`src/include/mpp_pkg.sv`:
```
// Constants shared by the port pin block
package mpp_pkg;
  // ------------------------------------------------------------
  // Data memory addresses
  // ------------------------------------------------------------
  localparam logic [7:0] MPP_ADDR_WAKE_EN   = 8'hc9;
  localparam logic [7:0] MPP_ADDR_CTL_TWO   = 8'hcc;
  localparam logic [7:0] MPP_ADDR_L_DATA    = 8'hd0;
  localparam logic [7:0] MPP_ADDR_L_CFG     = 8'hd1;
  localparam logic [7:0] MPP_ADDR_L_PINS    = 8'hd2;
  localparam logic [7:0] MPP_ADDR_G_DATA    = 8'hd4;
  localparam logic [7:0] MPP_ADDR_G_CFG     = 8'hd5;
  localparam logic [7:0] MPP_ADDR_G_PINS    = 8'hd6;
  localparam logic [7:0] MPP_ADDR_D_DATA    = 8'hdc;
  localparam logic [7:0] MPP_ADDR_CTL_ONE   = 8'hee;
  localparam logic [7:0] MPP_ADDR_STATUS    = 8'hef;
  // ------------------------------------------------------------
  // Reset values
  // ------------------------------------------------------------
  localparam logic [7:0] MPP_RST_BYTE       = 8'h00;
  localparam logic [3:0] MPP_RST_D_PORT     = 4'hf;
  localparam logic [7:0] MPP_RD_UNMAPPED    = 8'h00;
  // ------------------------------------------------------------
  // Field positions
  // ------------------------------------------------------------
  localparam logic [7:0] MPP_G_IN_ONLY_MASK = 8'hc0;
  localparam int         MPP_G_HALT_BIT     = 7;
  localparam int         MPP_CT2_CMP_EN     = 0;
  localparam int         MPP_CT2_COMPARATOR_RESULT_OUTPUT_EN  = 1;
  localparam int         MPP_CT2_MOD_EN     = 2;
  localparam int         MPP_CT1_SER_EN     = 0;
  localparam int         MPP_CT1_SER_MASTER = 1;
  localparam int         MPP_CT1_TMR_OUT    = 2;
  localparam int         MPP_ST_EXT_INT_EN  = 0;
endpackage

```
`src/verilog/mpp_pin_cell.sv`:
```
// One bidirectional pin: mode decode with alternate function override
`timescale 1ns/10ps
`default_nettype none
module mpp_pin_cell (
  // Latches
  input  wire logic cfg_in,
  input  wire logic data_in,
  // Alternate function
  input  wire logic alt_en_in,
  input  wire logic alt_drive_in,
  input  wire logic alt_val_in,
  // Pad controls
  output logic      oe_out,
  output logic      out_out,
  output logic      pullup_out
);
  // ------------------------------------------------------------
  // Mode decode
  // ------------------------------------------------------------
  always_comb begin
    if (alt_en_in) begin
      // Alternate input functions want a clean hi-z pad
      oe_out     = alt_drive_in;
      out_out    = alt_drive_in & alt_val_in;
      pullup_out = 1'b0;
    end else begin
      oe_out     = cfg_in;
      out_out    = cfg_in & data_in;
      pullup_out = ~cfg_in & data_in;
    end
  end
endmodule // mpp_pin_cell
`default_nettype wire

```
`src/verilog/mpp_port_pins.sv`:
```
// Parallel port block: two 8-bit ports, output port, input port, pin routing
`timescale 1ns/10ps
`default_nettype none
// Contract
// - First port pin mode from config/data: hi-z, pull-up, drive low, drive high.
// - First port data at d0, config at d1, pin image at d2.
// - Second port uses the same per-bit config/data encoding.
// - Second port data at d4, config at d5, pin image at d6.
// - Second port bits 6 and 7 config ignore ones and read zero.
// - Writing one to second port data bit 7 requests halt.
// - Four-bit output port latch at dc, preset high at reset.
// - Four-bit input port pins are always hi-z, no drivers or pull-ups.
// - Wake-up enable at c9; comparator and modulator selects at cc.
// - Second port: 6 serial in, 5 serial clock, 4 serial out, 3 timer, 0 interrupt.
// - Second port pin 7 is oscillator output or halt-restart input.
// - Interrupt enable in status at ef; timer and serial selects at ee.
// - Second port pins 2 and 1 are plain general-purpose I/O.
// - Reset clears both 8-bit ports to hi-z, except second port pin 7 with crystal option set, and drives output port high.
module mpp_port_pins
  import mpp_pkg::*;
#(
  parameter int W = 8
) (
  // Clock and reset
  input  wire logic         clock_in,
  input  wire logic         rstn_in,
  // Data memory access
  input  wire logic [7:0]   addr_in,
  input  wire logic [7:0]   wdata_in,
  input  wire logic         wr_en_in,
  input  wire logic         rd_en_in,
  output logic [7:0]        rdata_out,
  // First port pad
  input  wire logic [W-1:0] first_pins_in,
  output logic [W-1:0]      first_pins_out,
  output logic [W-1:0]      first_pins_oe_out,
  output logic [W-1:0]      first_pullup_out,
  // Second port pad
  input  wire logic [W-1:0] second_pins_in,
  output logic [W-1:0]      second_pins_out,
  output logic [W-1:0]      second_pins_oe_out,
  output logic [W-1:0]      second_pullup_out,
  // Output and input ports
  output logic [3:0]        output_port_out,
  input  wire logic [3:0]   input_port_in,
  output logic [3:0]        input_port_level_out,
  // Peripheral side
  input  wire logic         modulator_output_in,
  input  wire logic         comparator_result_output_in,
  input  wire logic         oscillator_output_in,
  input  wire logic         crystal_option_in,
  input  wire logic         serial_data_out_in,
  input  wire logic         serial_clock_pin_in,
  input  wire logic         timer_pin_in,
  output logic [W-1:0]      multi_input_wakeup_out,
  output logic              comparator_plus_input_out,
  output logic              comparator_minus_input_out,
  output logic              serial_data_in_out,
  output logic              serial_clock_pin_out,
  output logic              timer_pin_out,
  output logic              external_interrupt_pin_out,
  output logic              halt_restart_out,
  output logic              halt_request_out
);
  // ------------------------------------------------------------
  // Registers
  // ------------------------------------------------------------
  logic [7:0]   wakeup_enable_reg;
  logic [7:0]   control_two_reg;
  logic [7:0]   control_one_reg;
  logic [7:0]   processor_status_reg;
  logic [W-1:0] first_port_data;
  logic [W-1:0] first_port_config;
  logic [W-1:0] second_port_data;
  logic [W-1:0] second_port_config;
  logic [3:0]   output_port_data;
  logic [W-1:0] first_meta;
  logic [W-1:0] first_sync;
  logic [W-1:0] second_meta;
  logic [W-1:0] second_sync;
  logic [3:0]   input_meta;
  logic [3:0]   input_sync;
  logic [W-1:0] first_alt_en;
  logic [W-1:0] first_alt_drive;
  logic [W-1:0] first_alt_val;
  logic [W-1:0] second_alt_en;
  logic [W-1:0] second_alt_drive;
  logic [W-1:0] second_alt_val;
  logic [7:0]   next_rdata;
  logic         cmp_en;
  logic         ser_en;

  // ------------------------------------------------------------
  // Register writes
  // ------------------------------------------------------------
  always_ff @(posedge clock_in or negedge rstn_in) begin
    if (!rstn_in) begin
      wakeup_enable_reg    <= MPP_RST_BYTE;
      control_two_reg      <= MPP_RST_BYTE;
      control_one_reg      <= MPP_RST_BYTE;
      processor_status_reg <= MPP_RST_BYTE;
    end else if (wr_en_in) begin
      case (addr_in)
        MPP_ADDR_WAKE_EN: wakeup_enable_reg    <= wdata_in;
        MPP_ADDR_CTL_TWO: control_two_reg      <= wdata_in;
        MPP_ADDR_CTL_ONE: control_one_reg      <= wdata_in;
        MPP_ADDR_STATUS:  processor_status_reg <= wdata_in;
        default: ;
      endcase
    end
  end

  always_ff @(posedge clock_in or negedge rstn_in) begin
    if (!rstn_in) begin
      first_port_data    <= MPP_RST_BYTE;
      first_port_config  <= MPP_RST_BYTE;
      second_port_data   <= MPP_RST_BYTE;
      second_port_config <= MPP_RST_BYTE;
    end else if (wr_en_in) begin
      case (addr_in)
        MPP_ADDR_L_DATA: first_port_data   <= wdata_in;
        MPP_ADDR_L_CFG:  first_port_config <= wdata_in;
        MPP_ADDR_G_DATA: second_port_data  <= wdata_in;
        // Input-only bits never latch a one
        MPP_ADDR_G_CFG: second_port_config <= wdata_in & ~MPP_G_IN_ONLY_MASK;
        default: ;
      endcase
    end
  end

  // Preset is asynchronous so the pins go high as reset falls
  always_ff @(posedge clock_in or negedge rstn_in) begin
    if (!rstn_in) begin
      output_port_data <= MPP_RST_D_PORT;
    end else if (wr_en_in && addr_in == MPP_ADDR_D_DATA) begin
      output_port_data <= wdata_in[3:0];
    end
  end

  always_ff @(posedge clock_in or negedge rstn_in) begin
    if (!rstn_in) begin
      halt_request_out <= 1'b0;
    end else begin
      halt_request_out <= wr_en_in && addr_in == MPP_ADDR_G_DATA
                          && wdata_in[MPP_G_HALT_BIT];
    end
  end

  // ------------------------------------------------------------
  // Pin synchronisers
  // ------------------------------------------------------------
  always_ff @(posedge clock_in or negedge rstn_in) begin
    if (!rstn_in) begin
      first_meta  <= '0;
      first_sync  <= '0;
      second_meta <= '0;
      second_sync <= '0;
      input_meta  <= '0;
      input_sync  <= '0;
    end else begin
      first_meta  <= first_pins_in;
      first_sync  <= first_meta;
      second_meta <= second_pins_in;
      second_sync <= second_meta;
      input_meta  <= input_port_in;
      input_sync  <= input_meta;
    end
  end

  // ------------------------------------------------------------
  // Register reads
  // ------------------------------------------------------------
  always_comb begin
    next_rdata = MPP_RD_UNMAPPED;
    case (addr_in)
      MPP_ADDR_WAKE_EN: next_rdata = wakeup_enable_reg;
      MPP_ADDR_CTL_TWO: next_rdata = control_two_reg;
      MPP_ADDR_CTL_ONE: next_rdata = control_one_reg;
      MPP_ADDR_STATUS:  next_rdata = processor_status_reg;
      MPP_ADDR_L_DATA:  next_rdata = first_port_data;
      MPP_ADDR_L_CFG:   next_rdata = first_port_config;
      MPP_ADDR_L_PINS:  next_rdata = first_sync;
      MPP_ADDR_G_DATA:  next_rdata = second_port_data;
      MPP_ADDR_G_CFG:   next_rdata = second_port_config;
      MPP_ADDR_G_PINS:  next_rdata = second_sync;
      MPP_ADDR_D_DATA:  next_rdata = {4'h0, output_port_data};
      default:          next_rdata = MPP_RD_UNMAPPED;
    endcase
  end

  always_ff @(posedge clock_in or negedge rstn_in) begin
    if (!rstn_in) begin
      rdata_out <= MPP_RD_UNMAPPED;
    end else if (rd_en_in) begin
      rdata_out <= next_rdata;
    end
  end

  // ------------------------------------------------------------
  // Alternate function routing
  // ------------------------------------------------------------
  assign cmp_en = control_two_reg[MPP_CT2_CMP_EN];
  assign ser_en = control_one_reg[MPP_CT1_SER_EN];

  always_comb begin
    first_alt_en    = {control_two_reg[MPP_CT2_MOD_EN], 4'h0, cmp_en, cmp_en,
                       control_two_reg[MPP_CT2_COMPARATOR_RESULT_OUTPUT_EN]};
    first_alt_drive = {control_two_reg[MPP_CT2_MOD_EN], 6'h00,
                       control_two_reg[MPP_CT2_COMPARATOR_RESULT_OUTPUT_EN]};
    first_alt_val   = {modulator_output_in, 6'h00, comparator_result_output_in};
    // Pins 2 and 1 stay on the latches alone
    second_alt_en    = {crystal_option_in, ser_en, ser_en, ser_en,
                        control_one_reg[MPP_CT1_TMR_OUT], 3'h0};
    second_alt_drive = {crystal_option_in, 1'b0,
                        ser_en & control_one_reg[MPP_CT1_SER_MASTER], ser_en,
                        control_one_reg[MPP_CT1_TMR_OUT], 3'h0};
    second_alt_val   = {oscillator_output_in, 1'b0, serial_clock_pin_in,
                        serial_data_out_in, timer_pin_in, 3'h0};
  end

  for (genvar i = 0; i < W; i++) begin : g_cell
    mpp_pin_cell u_first (
      .cfg_in       (first_port_config[i]),
      .data_in      (first_port_data[i]),
      .alt_en_in    (first_alt_en[i]),
      .alt_drive_in (first_alt_drive[i]),
      .alt_val_in   (first_alt_val[i]),
      .oe_out       (first_pins_oe_out[i]),
      .out_out      (first_pins_out[i]),
      .pullup_out   (first_pullup_out[i])
    );
    mpp_pin_cell u_second (
      .cfg_in       (second_port_config[i]),
      .data_in      (second_port_data[i]),
      .alt_en_in    (second_alt_en[i]),
      .alt_drive_in (second_alt_drive[i]),
      .alt_val_in   (second_alt_val[i]),
      .oe_out       (second_pins_oe_out[i]),
      .out_out      (second_pins_out[i]),
      .pullup_out   (second_pullup_out[i])
    );
  end

  // ------------------------------------------------------------
  // Input functions
  // ------------------------------------------------------------
  // Pulses shorter than one cycle may be missed by the sampler
  assign multi_input_wakeup_out     = first_sync & wakeup_enable_reg;
  assign comparator_plus_input_out  = cmp_en & first_sync[2];
  assign comparator_minus_input_out = cmp_en & first_sync[1];
  assign serial_data_in_out         = second_sync[6];
  assign serial_clock_pin_out       = second_sync[5];
  assign timer_pin_out              = second_sync[3];
  assign external_interrupt_pin_out = second_sync[0]
                                      & processor_status_reg[MPP_ST_EXT_INT_EN];
  assign halt_restart_out           = second_sync[7] & ~crystal_option_in;
  assign output_port_out            = output_port_data;
  // Input-only port has no pad drive at all
  assign input_port_level_out       = input_sync;
endmodule // mpp_port_pins
`default_nettype wire

```
`config.mk`:
```
export PLATFORM = sky130hd
export DESIGN_NAME = mpp_port_pins
export DESIGN_NICKNAME = d
export VERILOG_FILES = /design/src/include/mpp_pkg.sv /design/src/verilog/mpp_pin_cell.sv /design/src/verilog/mpp_port_pins.sv
export SDC_FILE = /design/constraint.sdc
export NUM_CORES = 1
export LEC_CHECK = 0
export ABC_AREA = 1
export BUFFER_PORTS_ARGS = -buffer_cell sky130_fd_sc_hd__buf_2
export CORE_ASPECT_RATIO = 0.9
export CORE_MARGIN = 4
export CORE_UTILIZATION = 40
export DETAILED_ROUTE_END_ITERATION = 10
export SYNTH_ARGS = -nofsm -noshare
export SYNTH_HDL_FRONTEND = slang
export SYNTH_SLANG_ARGS = --single-unit
```
`constraint.sdc`:
```
create_clock -name clock_in -period 1.3 [get_ports clock_in]
set_input_delay 0.065 -clock clock_in [delete_from_list [all_inputs] [get_ports clock_in]]
set_output_delay 0.065 -clock clock_in [all_outputs]
set_load 0.02 [all_outputs]
```
Yosys cells after proc, flatten, opt, wreduce, memory -nomap -nowiden

Index checks and enable logic that the tools add are counted.

Bits in registers: 115
Bits of input ports: 47
Output and inout port bits: 80
Logic and storage cells: 120

Eq/ne operators: 11
Mux-type cells: 26
Bitwise logic cells: 55
Reduce and logical (&&, ||, !) cells: 11

Operators with widths:

| kind               | count |
|---|---|
| $eq 8x8->1 const B | 11 |
| $pmux 8 s11        | 1 |
| $and 1x1->1        | 39 |
| $mux 1             | 25 |
| $reduce_and 2->1   | 8 |
| $not 1->1          | 15 |
| $and 8x8->8        | 1 |
| $logic_and 1x1->1  | 3 |

Logic depth before layout (Yosys ltp)

Gate-level depths: netlist of run 1.

Word-level depth: 3
Depth in mapped cells: 11

Hierarchy

From an unflattened synthesis of run 1, not the netlist that was laid out.

Cells, all modules: 679
Area total of the unflattened synthesis: 5564.1 µm²

By module, submodules not included:

| module        | instances | cells each | area an instance (µm²) |
|---|---|---|---|
| mpp_port_pins | 1         | 535        | 4943.5 |
| mpp_pin_cell  | 16        | 9          | 38.8 |

Least setup slack after synthesis of run 1

OpenSTA, ideal clock, no wires.

Path type: in2reg
Start point: input port addr_in[5]
End point: register second_port_config[2]
Library setup time: 0.119 ns
Arrival: 0.956 ns
Required time: 1.181 ns
Path slack: 0.226 ns
Stages on the path: 9
Buffers on the path: 2
Cell sequence: inv_1 > nand2_1 > nor2_4 > buf_4 > nand2_1 > nor2_2 > buf_6 > nand2_1 > o21a_1

Cells in the longest elaborated chain, start to end: 2

RTL lines:

| what                       | line                 | source |
|---|---|---|
| start, declared            | mpp_port_pins.sv:28  | `input wire logic [7:0] addr_in,` |
| $eq 8x8->1                 | mpp_port_pins.sv:120 | `case (addr_in)` |
| $reduce_and 2->1 (no line) | -                    |  |
| end signal, assigned       | mpp_port_pins.sv:125 | `MPP_ADDR_G_CFG: second_port_config <= wdata_in & ~MPP_G_IN_ONLY_MASK;` |
| end, declared              | mpp_port_pins.sv:75  | `logic [W-1:0] second_port_config;` |

Every way passes these cells.
A chain may end at the register's enable or synchronous reset.

Final worst setup path of run 1

Start point: register control_two_reg[0]
End point: output port comparator_plus_input_out

Cells in the longest elaborated chain, start to end: 1

RTL lines:

| what                   | line                 | source |
|---|---|---|
| start, declared        | mpp_port_pins.sv:69  | `logic [7:0] control_two_reg;` |
| start signal, assigned | mpp_port_pins.sv:105 | `MPP_ADDR_CTL_TWO: control_two_reg <= wdata_in;` |
| $and 1x1->1            | mpp_port_pins.sv:249 | `assign comparator_plus_input_out = cmp_en & first_sync[2];` |
| end, declared          | mpp_port_pins.sv:56  | `output logic comparator_plus_input_out,` |

Every way passes these cells.

==> impl_results.rst, run 1 <==
.. list-table::
   :header-rows: 1

   * - Metric
     - Value
   * - Die width
     - 133 um
   * - Post-synthesis adder-cell area fraction
     - 0%
   * - Portion of total power attributed to sequential cells
     - 37.8%
   * - Worst setup EP type
     - output port
   * - Worst path most repeated cell
     - sky130_fd_sc_hd__buf_6
   * - Number of pins exceeding their max-slew limit in the final report
     - 0
   * - Tot Pwr
     - 10.6 mW
   * - Std-Cell Core Area
     - approximately 0.014 mm^2
   * - Combinational power share
     - 12.6%
   * - Minimum clock period
     - 1.40 ns
   * - TritonCTS clock tree
     - done
   * - Total internal power
     - 8.05 mW
   * - Detail-routed via count per cell
     - 4.94
   * - Yosys Warn Count
     - 0
   * - HP Class
     - input port to asynchronous set/reset pin
   * - Chip Height
     - 120 um
   * - Wire per inst
     - 17.2 um
   * - Pre-CTS WS
     - -0.130 ns
   * - Classification of the worst setup path
     - flop to output port
   * - Maximum number of pins on one net before global-route repair
     - 59
   * - Final RePlAce weighted congestion
     - 0.914
   * - Total half-perimeter wirelength after legalization and detailed placement
     - 12500 um
   * - Number of diodes
     - 0
   * - Simple-Gate Fraction of Synth Area
     - 27.1%
   * - Clock slew seen by the registers of the worst setup and hold paths
     - around 0.050 ns
   * - Count of buffers inserted at the top-level ports
     - 124
   * - H-tree depth
     - 4
   * - DRT antenna net count
     - 0
   * - Setup violations, final
     - 16
   * - Clock latency of the later-clocked register in the worst-skew pair
     - 0.41 ns
   * - Clock root buffer
     - sky130_fd_sc_hd__clkbuf_16
   * - Proportion of layout cells with a drive suffix above 1
     - between 30 and 40%
   * - Total negative slack for setup checks
     - -0.902 ns
   * - Maximum vdd drop
     - 0.00129 V
   * - Post-detailed-route DRC marker count
     - 0
   * - Largest stage delay on the critical path
     - 0.51 ns
   * - Worst path arrival time
     - 1.34 ns
   * - Count of maximum capacitance violations
     - 0
   * - Share of total power consumed by net switching
     - 23.8%
   * - Cell variety after synth
     - 22
   * - Unrepaired setup endpoints after global routing
     - true
   * - Layout Area Growth over Synthesis
     - 39.5%
   * - Violations in the final reports
     - negative setup slack
   * - Startpoint type of the worst setup path
     - flop
   * - Maximum clock path buffer count
     - 2
   * - Vias
     - around 5000
   * - Cell chain of the critical path
     - buf_6, nand2_4, inv_2, buf_6
   * - Gr usage total
     - 22.2%
   * - Outcome
     - complete, but fails checks
   * - CTS buffer count
     - 17
   * - Die Area
     - 0.0160 mm^2
   * - Power per cell area
     - 1350 mW/mm^2
   * - Via count of the first global-routing pass
     - 4968
   * - Synthesized area per cell
     - 8.49 um^2
   * - Mapped Area
     - 0.00560 mm^2
   * - Max Freq
     - 712 MHz
   * - Cell leakage power
     - between 3 and 4 nW
   * - Std cell rows
     - 40
   * - Fin worst setup slack
     - -0.104 ns
   * - Area share of xor/xnor cells in the synthesized design
     - 0%
   * - Antenna violations before repair
     - 0
   * - R2R setup slack
     - -0.03 ns
   * - Synth Register Bits
     - 115
   * - Share of the synthesized area in compound gates (AO/OA/AOI/OAI)
     - 7.82%
   * - Seq/Total Area, Yosys
     - 51.5%
   * - Starting density of the core
     - 41.4%
   * - First-pass GRT wire length
     - 27100 um
   * - Total Wirelength
     - 17300 um
   * - Critical Path RT
     - approximately 1.2 ns
   * - Main combinational cell family by area after synthesis
     - simple AND/OR/NAND/NOR gates
   * - CP max stage cell
     - sky130_fd_sc_hd__dfrtp_2
   * - Fraction of synthesized area in multiplexers
     - 0%
   * - Clock network fraction of total power
     - 49.6%
   * - Post-synthesis cell count
     - 660
   * - Maximum fanout encountered on the critical timing path
     - 6
   * - IO Count
     - 127
   * - Net switching power of the design
     - about 2.5 mW
   * - Skew final
     - 0.00822 ns
   * - Endpoints failing hold
     - 0
   * - Drt first pass iters
     - 7
   * - Share of the clock period used by the worst path
     - 108%
   * - Initial DRC Count
     - around 310
   * - Clk sink count
     - between 100 and 150
   * - Overflow left after global routing
     - 0
   * - Total Nets Final
     - 875
stage by stage:
step	util [%]	cells	hold slack [ns]	instance area, um^2
3_3_place_gp	47.2	924	-0.0369	6380
4_1_cts	56.0	998	0.0757	7570
5_1_grt	57.8	1009	0.0975	7810
6_report	57.8	1009	0.0826	7810
3_5_place_dp	47.2	924	-0.0323	6380
2_1_floorplan	-	661	-0.231	5600
worst paths after layout:
| check | start | to | cells past startpoint |
|---|---|---|---|
| min | rstn_in | second_port_config[0] | 2 |
| max in group asynchronous | rstn_in | output_port_out[3] | 3 |
| max reg2reg | control_two_reg[0] | rdata_out[0] | 8 |
| min in group clock_in | wr_en_in | halt_request_out | 4 |
| max | control_two_reg[0] | comparator_plus_input_out | 4 |
| min reg2reg | second_meta[1] | second_sync[1] | 0 |
cell usage after synthesis, drive strengths merged:
cell,instances,area share [%]
nor3,5,0.45
nor2,69,6.8
clkbuf,4,0.27
conb,1,0.067
or2,1,0.11
nand3,83,7.6
inv,70,4.7
nand2,177,12
dfrtp,111,50
o21ai,41,3.7
o21a,28,3.8
buf,63,8.5
o31ai,3,0.40
dfstp,4,1.9
power by group through the flow:
stage          clock network, mW  logic [mW]  registers [mW]
2_1_floorplan                  0       0.689            4.01
3_3_place_gp                   0        1.02            4.04
3_5_place_dp                   0        1.04            4.05
4_1_cts                     5.32        1.23            3.99
5_1_grt                     5.47        1.44            4.02
6_report                    5.24        1.33            4.00
cells by family after synthesis:
logic type	after synthesis
DFF	115
other	1
AOI/OAI and AO/OA	72
and+or+nand+nor	335
buffers and inverters	137
layout make-up:
type                            instances  area [um^2]
Clock buffer                           21          460
Clock inverter                         11          205
Fill cell                            1189         5700
Inverter                               70          263
Multi-Input combinational cell        409         2120
Sequential cell                       115         2890
Tap cell                              168          210
Timing Repair Buffer                  215         1660
layout by cell type (no fill, tap or decap):
| cell type | n |
|---|---|
| sky130_fd_sc_hd__o31ai_4 | 1 |
| sky130_fd_sc_hd__dfstp_2 | 4 |
| sky130_fd_sc_hd__conb_1 | 2 |
| sky130_fd_sc_hd__nand3_2 | 5 |
| sky130_fd_sc_hd__buf_2 | 102 |
| sky130_fd_sc_hd__nor3_1 | 1 |
| sky130_fd_sc_hd__dfrtp_1 | 106 |
| sky130_fd_sc_hd__inv_2 | 15 |
| sky130_fd_sc_hd__o31ai_2 | 2 |
| sky130_fd_sc_hd__bufinv_16 | 6 |
| sky130_fd_sc_hd__clkbuf_8 | 2 |
| sky130_fd_sc_hd__or2_4 | 1 |
| sky130_fd_sc_hd__dlygate4sd3_1 | 30 |
| sky130_fd_sc_hd__nor2_4 | 19 |
| sky130_fd_sc_hd__clkbuf_16 | 17 |
| sky130_fd_sc_hd__buf_12 | 12 |
| sky130_fd_sc_hd__nand2_2 | 17 |
| sky130_fd_sc_hd__o21ai_2 | 1 |
| sky130_fd_sc_hd__o21ai_1 | 6 |
| sky130_fd_sc_hd__clkbuf_1 | 2 |
| sky130_fd_sc_hd__nor2_2 | 9 |
| sky130_fd_sc_hd__nor3_4 | 1 |
| sky130_fd_sc_hd__nand2_1 | 158 |
| sky130_fd_sc_hd__buf_6 | 21 |
| sky130_fd_sc_hd__buf_4 | 50 |
| sky130_fd_sc_hd__nand2_4 | 2 |
| sky130_fd_sc_hd__nor2_1 | 41 |
| sky130_fd_sc_hd__dfrtp_2 | 5 |
| sky130_fd_sc_hd__o21a_1 | 28 |
| sky130_fd_sc_hd__nor3_2 | 3 |
| sky130_fd_sc_hd__clkinv_2 | 5 |
| sky130_fd_sc_hd__nand3_1 | 78 |
| sky130_fd_sc_hd__inv_1 | 55 |
| sky130_fd_sc_hd__o21ai_0 | 34 |
routing by layer:
metal | GRT usage [%] | share of wire [%] | vias to the layer above
li1 | - | - | 2374
met1 | 28.8 | 43 | 2365
met2 | 35.5 | 47 | 213
met3 | 6.20 | 7.1 | 34
met4 | 8.44 | 2.3 | 0
met5 | 0 | 0 | -
worst max-delay path, delay by kind of cell (launching register included):
kind	cells	cell delay, ns
simple gates	1	0.05
buf+inv	3	0.35
flops	1	0.51
timing repair:
action                     CTS  global route
pin swaps                    9            11
hold endpoints to repair   161             0
buffers inserted            12            11
gates cloned                 0             0
gates resized for setup     52            51
setup endpoints to repair   22            27
hold buffers                30             0
Note: power is estimated with default switching activity, not from simulation.
==> inputs of run 2 (changes only) <==
--- a/config.mk
+++ b/config.mk
@@ -5,7 +5,7 @@
 export SDC_FILE = /design/constraint.sdc
 export NUM_CORES = 1
 export LEC_CHECK = 0
-export ABC_AREA = 1
+export ABC_AREA = 0
 export BUFFER_PORTS_ARGS = -buffer_cell sky130_fd_sc_hd__buf_2
 export CORE_ASPECT_RATIO = 0.9
 export CORE_MARGIN = 4
==> run 2 against run 1 <==
Combinational power shrank 14%; the run still ends with negative setup slack left; via count fell by 15%; die area rose by 0.59%; global-route usage fell by 1.6 points.
==> impl_results.rst, run 2 <==
.. list-table::
   :header-rows: 1

   * - Metric
     - Value
   * - Library cell with the highest instance count after synthesis
     - sky130_fd_sc_hd__dfrtp_1
   * - Count of maximum capacitance violations
     - 0
   * - Maximum vdd drop
     - 0.000982 V
   * - Mapped Area
     - ~0.0056 mm^2
   * - Largest area contributor in the synthesized netlist
     - sky130_fd_sc_hd__dfrtp_1
   * - Proportion of layout cells with a drive suffix above 1
     - 55.4%
   * - Share of the synthesized area in compound gates (AO/OA/AOI/OAI)
     - 7.84%
   * - H-tree depth
     - 4
   * - Unrepaired setup endpoints after global routing
     - true
   * - Classification of the worst setup path
     - flop to output port
   * - Minimum clock period
     - 1.49 ns
   * - Kind of cell adding the most delay to the critical path
     - flip-flops
   * - Gr usage total
     - just over 20%
   * - Clk sink count
     - 115
   * - Maximum clock path buffer count
     - 2
   * - Critical Path RT
     - 1.24 ns
   * - Yosys Warn Count
     - 0
   * - IO Count
     - 127
   * - Max Freq
     - 670 MHz
   * - Layout Area Growth over Synthesis
     - 40.7%
   * - Starting density of the core
     - 41.5%
   * - Cell variety after synth
     - 63
   * - Number of synthesized flops with an enable pin
     - 0
   * - Total half-perimeter wirelength after legalization and detailed placement
     - approximately 11000 um
   * - Detail-routed via count per cell
     - ~5
   * - Drt first pass iters
     - 6
   * - Cell leakage power
     - 3.95 nW
   * - TritonCTS clock tree
     - done
   * - CTS buffer count
     - 17
   * - Endpoints failing hold
     - 0
   * - CP max stage cell
     - sky130_fd_sc_hd__dfrtp_1
   * - Std-Cell Core Area
     - 0.0136 mm^2
   * - Chip Height
     - 121 um
   * - Cell chain of the critical path
     - buf_12, o31ai_2, buf_4
   * - End of the worst register-to-register path
     - rdata_out[2]
   * - Hold path startpoint
     - wdata_in[6]
   * - Wire per inst
     - roughly 19 um
   * - CP Buf/Inv Count
     - 2
   * - Area share of xor/xnor cells in the synthesized design
     - 0%
   * - Hold path depth
     - 2
   * - Skew final
     - 0.00662 ns
   * - Post-Layout Cell Count
     - 841
   * - First-pass GRT wire length
     - 25000 um
   * - Power per cell area
     - 1200 mW/mm^2
   * - Overflow left after global routing
     - 0
   * - Antenna violations before repair
     - 0
   * - Number of pins exceeding their max-slew limit in the final report
     - 0
   * - Vias
     - 4221
   * - Fraction of synthesized area in multiplexers
     - 17.7%
   * - Largest stage delay on the critical path
     - 0.41 ns
   * - Yosys top cell area share
     - about half
   * - Worst setup EP type
     - output port
   * - HP Class
     - input port to flop
   * - R2R setup slack
     - 0 ns
   * - Commonest non-fill, non-tap cells in the layout
     - 110 x sky130_fd_sc_hd__dfrtp_1, 95 x sky130_fd_sc_hd__buf_2, 72 x sky130_fd_sc_hd__buf_4
   * - Synth Register Bits
     - 115
   * - Std cell rows
     - 40
   * - Clock latency of the later-clocked register in the worst-skew pair
     - between 0.4 and 0.5 ns
   * - Initial DRC Count
     - 261
   * - Maximum number of pins on one net before global-route repair
     - 39
   * - Share of the clock period used by the worst path
     - 115%
   * - Final RePlAce weighted congestion
     - 0.906
   * - Simple-Gate Fraction of Synth Area
     - 14.6%
   * - Fraction of synthesis flops using an asynchronous set or reset pin
     - 100%
   * - DRT antenna net count
     - 0
   * - Die width
     - 133 um
   * - Die Area
     - 0.0161 mm^2
   * - Area contributors post-synth
     - sky130_fd_sc_hd__dfrtp_1 49%, sky130_fd_sc_hd__mux2_2 8.4%, sky130_fd_sc_hd__buf_4 7.1%
   * - Startpoint type of the worst setup path
     - flop
   * - Maximum fanout encountered on the critical timing path
     - 7
   * - Worst path arrival time
     - 1.43 ns
   * - Seq/Total Area, Yosys
     - 51.2%
   * - Count of buffers inserted at the top-level ports
     - 124
   * - Total placed cells including tap cells
     - between 700 and 800
   * - Most numerous cell types in the synthesized netlist
     - 111 x sky130_fd_sc_hd__dfrtp_1, 53 x sky130_fd_sc_hd__buf_4, 42 x sky130_fd_sc_hd__mux2_2
   * - Most common cell after layout, fill and taps aside
     - sky130_fd_sc_hd__dfrtp_1
   * - Fin worst setup slack
     - -0.192 ns
   * - Via count of the first global-routing pass
     - ~4400
   * - Filler instances
     - roughly 1200
   * - Synthesized area per cell
     - 12.5 um^2
   * - Violations in the final reports
     - negative setup slack
   * - Total Nets Final
     - 686
   * - Hold Crit Endpoint
     - control_one_reg[6]
   * - Post-detailed-route DRC marker count
     - 0
   * - Min Hold Slack
     - 0.0176 ns
   * - Outcome
     - complete, but fails checks
   * - Source of the worst register-to-register timing path
     - control_one_reg[2]
   * - Post-synth top flop
     - sky130_fd_sc_hd__dfrtp_1
   * - Clock root buffer
     - sky130_fd_sc_hd__clkbuf_16
   * - Post-synthesis adder-cell area fraction
     - 0%
   * - Clock slew seen by the registers of the worst setup and hold paths
     - 0.06 ns
   * - Reg2reg path depth
     - 5
   * - Main combinational cell family by area after synthesis
     - multiplexers
   * - Number of diodes
     - 0
   * - Setup violations, final
     - 22
   * - Post-synthesis cell count
     - 451
   * - Total Wirelength
     - 15900 um
run 2: changes by cell type after synthesis, sizes merged, moves of 15 or more:
| cell | delta |
|---|---|
| o21a | -28 |
| and2 | +20 |
| o21ai | -29 |
| mux2 | +63 |
| nand3 | -72 |
| nor2 | -53 |
| inv | -60 |
| mux2i | +23 |
| nor2b | +15 |
| nand2 | -155 |
run 2: power breakdown:
| group | internal [mW] | switching (mW) |
|---|---|---|
| registers | 3.75 | 0.114 |
| clock network | 2.75 | 1.76 |
| logic | 0.560 | 0.595 |
| total | 7.05 | 2.47 |
run 2: worst max path at each step:
stage / slack, ns / depth (start not counted) / to / start
global route: -0.23 / 3 / second_pins_out[4] / control_one_reg[0]
global placement: -0.21 / 6 / first_port_data[1] / addr_in[3]
floorplan: 0.03 / 7 / rdata_out[0] / addr_in[4]
detailed placement: -0.23 / 7 / rdata_out[1] / addr_in[1]
CTS: -0.24 / 4 / second_pullup_out[4] / control_one_reg[0]
finish: -0.19 / 3 / second_pins_out[4] / control_one_reg[0]
run 2: timing repair:
action | CTS | global route
pin swaps | 10 | 15
gates resized for setup | 76 | 39
cloned | 1 | 0
buffers inserted | 14 | 1
endpoints found under the hold margin | 143 | 0
hold buffers | 23 | 0
setup endpoints to repair | 28 | 35
run 2: cell type report:
type,instances,area (um^2),area share (%)
clock buffer,19,453,5.71
clock inverter,13,125,1.58
inverter,11,41.3,0.521
multi-input combinational,265,2450,30.9
sequential,115,2880,36.4
tap,189,236,2.98
timing repair buffer,229,1740,21.9
run 2: per-layer routing:
layer / wire, um / track usage, % / part of all wire [%]
met1: 7270 / 28.6 / 46
met2: 7480 / 31.5 / 47
met3: 929 / 5.07 / 5.8
met4: 208 / 6.81 / 1.3
met5: 0 / 0 / 0
run 2: cells by family (layout without fill, tap and decap cells):
group	Yosys count	after routing
AOI/OAI and AO/OA	55	55
buffers and inverters	72	272
DFF	115	115
muxes	86	86
other	1	2
and+or+nand+nor	122	122
run 2: stage by stage:
step                power (mW)  util (%)  area [um^2]  setup WS (ns)  setup TNS (ns)
floorplan                 4.44         -         5640         0.0318               0
global placement          4.85      48.9         6630         -0.213          -10.95
detailed placement        4.87      48.9         6630         -0.233          -12.11
CTS                       9.57      57.4         7780         -0.240           -2.72
global route              9.85      58.5         7930         -0.230           -3.34
finish                    9.52      58.5         7930         -0.192           -2.32
==> inputs of run 3 (changes only) <==
--- a/config.mk
+++ b/config.mk
@@ -11,6 +11,8 @@
 export CORE_MARGIN = 4
 export CORE_UTILIZATION = 40
 export DETAILED_ROUTE_END_ITERATION = 10
+export PLACE_DENSITY = 0.72
 export SYNTH_ARGS = -nofsm -noshare
 export SYNTH_HDL_FRONTEND = slang
+export SYNTH_HIERARCHICAL = 1
 export SYNTH_SLANG_ARGS = --single-unit
==> run 3 against run 2 <==
Worst setup slack worse by 0.020 ns; die area down 4.0%; power is 7.7% higher; critical path type unchanged; synthesized area fell by 4.3%; non-clock buffer count up 15; combinational power hardly changed; the run still ends with negative setup slack left; clock skew down 0.00078 ns; via count rose by 13%; synthesized cell count down 5.1%; maximum frequency shrank 1.3%.
==> impl_results.rst, run 3 <==
.. list-table::
   :header-rows: 1

   * - Metric
     - Value
   * - Worst setup EP type
     - output port
   * - Routing usage on met2
     - 36.6%
   * - Fin worst setup slack
     - -0.212 ns
   * - Detail-routed via count per cell
     - 5.20
   * - Post-synth top flop
     - sky130_fd_sc_hd__dfrtp_1
   * - Fraction of synthesis flops using an asynchronous set or reset pin
     - 100%
   * - Classification of the worst setup path
     - flop to output port
   * - Std cell rows
     - 39
   * - Die width
     - 130 um
   * - Endpoints failing hold
     - 0
   * - Max Freq
     - 661 MHz
   * - Total placed cells including tap cells
     - 834
   * - Clk sink count
     - 115
   * - Largest stage delay on the critical path
     - 0.46 ns
   * - Total Wirelength
     - 17400 um
   * - Synth Register Bits
     - 115
   * - Count of buffers inserted at the top-level ports
     - 124
   * - Library cell with the highest instance count after synthesis
     - sky130_fd_sc_hd__dfrtp_1
   * - Overflow left after global routing
     - 0
   * - Least-Margin Pin Slew
     - 0.808 ns
   * - Clock slew seen by the registers of the worst setup and hold paths
     - 0.06 ns
   * - Post-synthesis adder-cell area fraction
     - 0%
   * - Outcome
     - complete, but fails checks
   * - Total half-perimeter wirelength after legalization and detailed placement
     - 11900 um
   * - Final RePlAce weighted congestion
     - 0.917
   * - Antenna violations before repair
     - 0
   * - Via count of the first global-routing pass
     - 4880
   * - Clock latency of the later-clocked register in the worst-skew pair
     - 0.41 ns
   * - CTS buffer count
     - 17
   * - Layout Area Growth over Synthesis
     - 58.6%
   * - Area contributors post-synth
     - sky130_fd_sc_hd__dfrtp_1 52%, sky130_fd_sc_hd__mux2_2 14%, sky130_fd_sc_hd__mux2_4 4.5%
   * - Share of the clock period used by the worst path
     - 116%
   * - Vias
     - ~4800
   * - Cell variety after synth
     - 54
   * - Minimum clock period
     - between 1.5 and 2 ns
   * - Skew final
     - 0.00584 ns
   * - Post-synthesis cell count
     - between 400 and 500
   * - Most numerous cell types in the synthesized netlist
     - 111 x sky130_fd_sc_hd__dfrtp_1, 68 x sky130_fd_sc_hd__mux2_2, 35 x sky130_fd_sc_hd__nand2_1
   * - Violations in the final reports
     - negative setup slack
   * - Cell chain of the critical path
     - buf_6, mux2_4, buf_6
   * - Area share of xor/xnor cells in the synthesized design
     - 0%
   * - DRT antenna net count
     - 0
   * - Share of the synthesized area in compound gates (AO/OA/AOI/OAI)
     - under 10%
   * - Initial DRC Count
     - 312
   * - Cell leakage power
     - 4.23 nW
   * - Maximum clock path buffer count
     - 2
   * - Worst path arrival time
     - 1.45 ns
   * - Synthesized area per cell
     - 12.6 um^2
   * - Die Area
     - around 0.015 mm^2
   * - Worst path most repeated cell
     - sky130_fd_sc_hd__buf_6
   * - Filler instances
     - a little under 1000
   * - Placed cell areas
     - 0.00700 mm^2
   * - Startpoint type of the worst setup path
     - flop
   * - Power per cell area
     - 1200 mW/mm^2
   * - Most common cell after layout, fill and taps aside
     - sky130_fd_sc_hd__dfrtp_1
   * - Starting density of the core
     - 41.7%
   * - HP Class
     - input port to flop
   * - Wire per inst
     - ~19 um
   * - Largest area contributor in the synthesized netlist
     - sky130_fd_sc_hd__dfrtp_1
   * - Main combinational cell family by area after synthesis
     - multiplexers
   * - Global-route layer with the greatest usage
     - met2
   * - Maximum number of pins on one net before global-route repair
     - 67
   * - First-pass GRT wire length
     - 26600 um
   * - Gr usage total
     - 22.3%
   * - Proportion of layout cells with a drive suffix above 1
     - 54.0%
   * - Critical Path RT
     - 1.24 ns
   * - Number of pins exceeding their max-slew limit in the final report
     - 0
   * - Post-detailed-route DRC marker count
     - 0
   * - Yosys Warn Count
     - 6
   * - Yosys top cell area share
     - about half
   * - TritonCTS clock tree
     - done
   * - Maximum fanout encountered on the critical timing path
     - 6
   * - Number of diodes
     - 0
   * - Seq/Total Area, Yosys
     - 53.5%
   * - Number of synthesized flops with an enable pin
     - 0
   * - IO Count
     - 127
   * - Count of maximum capacitance violations
     - 0
   * - Mapped Area
     - around 0.0054 mm^2
   * - Drt first pass iters
     - 7
   * - Maximum vdd drop
     - about 0.00096 V
   * - CP max stage cell
     - sky130_fd_sc_hd__dfrtp_2
   * - Std-Cell Core Area
     - ~0.013 mm^2
   * - Unrepaired setup endpoints after global routing
     - true
   * - Commonest non-fill, non-tap cells in the layout
     - 101 x sky130_fd_sc_hd__dfrtp_1, 91 x sky130_fd_sc_hd__buf_4, 84 x sky130_fd_sc_hd__buf_2
   * - Clock root buffer
     - sky130_fd_sc_hd__clkbuf_16
   * - Met1 Use GR
     - 30.3%
   * - Global-route met3 utilization
     - around 4.6%
   * - Simple-Gate Fraction of Synth Area
     - 14.3%
   * - Total Nets Final
     - 784
   * - Setup violations, final
     - 32
   * - Chip Height
     - 118 um
   * - Worst rel slew slack
     - roughly 46%
   * - Final instance area
     - about 0.0086 mm^2
   * - H-tree depth
     - 4
   * - Fraction of synthesized area in multiplexers
     - 21.1%
   * - Post-Layout Cell Count
     - 914
-- run 3: cell types whose count changed after synthesis, sizes merged, moves of 12 or more --
cell and delta:
nand3 +17, nor3b +12, o21ai +12, nand2 +14
buf -47, mux2 +22
-- run 3: worst max-delay path: cells and delay by family (launching register included) --
family                 cells  cell delay [ns]
multiplexers               1             0.30
buffers and inverters      2             0.29
flip-flops                 1             0.46
-- run 3: layout make-up --
type                       count  area (um^2)  share of cell area, %
multi-input combinational    358         2890                   33.8
sequential                   115         2900                   33.8
inverter                       1         3.75                 0.0439
clock inverter                14          226                   2.65
timing repair buffer         244         1910                   22.3
clock buffer                  18          429                   5.02
tap                          164          205                   2.40
-- run 3: worst paths after layout --
check	startpoint	endpoint	slack, ns	depth (start not counted)
worst max register to register	control_one_reg[5]	rdata_out[5]	-0.21	5
worst min-delay path	wdata_in[7]	first_port_config[7]	0.007	2
min in group asynchronous	rstn_in	second_meta[3]	0.18	3
worst max-delay path	control_one_reg[0]	second_pins_oe_out[5]	-0.21	3
worst min register to register	second_meta[0]	second_sync[0]	0.34	0
max in group asynchronous	rstn_in	control_one_reg[0]	0.75	3
-- run 3: power breakdown --
group | leakage (nW) | internal, mW | switching [mW]
clock network | 0.312 | 3.43 | 1.75
registers | 1.47 | 3.75 | 0.136
logic | 2.45 | 0.590 | 0.592
-- run 3: per-stage QoR --
| step | hold slack, ns | utilization [%] | worst slack [ns] | power (mW) | TNS, ns |
|---|---|---|---|---|---|
| detailed placement | 0.0861 | 54.1 | -0.264 | 4.88 | -11.73 |
| global route | 0.00395 | 66.2 | -0.247 | 10.6 | -4.16 |
| global placement | 0.0801 | 54.1 | -0.252 | 4.85 | -10.61 |
| floorplan | -0.231 | - | -0.147 | 4.39 | -1.86 |
| CTS | 0.00501 | 64.0 | -0.209 | 10.2 | -2.01 |
| finish | 0.00670 | 66.2 | -0.212 | 10.3 | -2.70 |
-- run 3: kinds of logic (layout without fill, tap and decap cells) --
family | after synthesis | in the layout
AO/OA/AOI/OAI | 70 | 70
other | 1 | 64
flip-flops | 115 | 115
buffers and inverters | 18 | 277
AND/OR/NAND/NOR | 127 | 127
multiplexers | 97 | 97
-- run 3: layer usage --
metal	vias up	routed length (um)
met5	-	0
met4	0	179
met3	23	1020
met2	176	8790
met1	2383	7390
li1	2169	-
-- run 3: repair_timing --
item	in CTS	in global routing
endpoints found under the hold margin	137	0
setup endpoints to repair	44	53
setup buffers	20	8
hold buffers	22	0
gates resized for setup	92	60
pin swaps	11	23
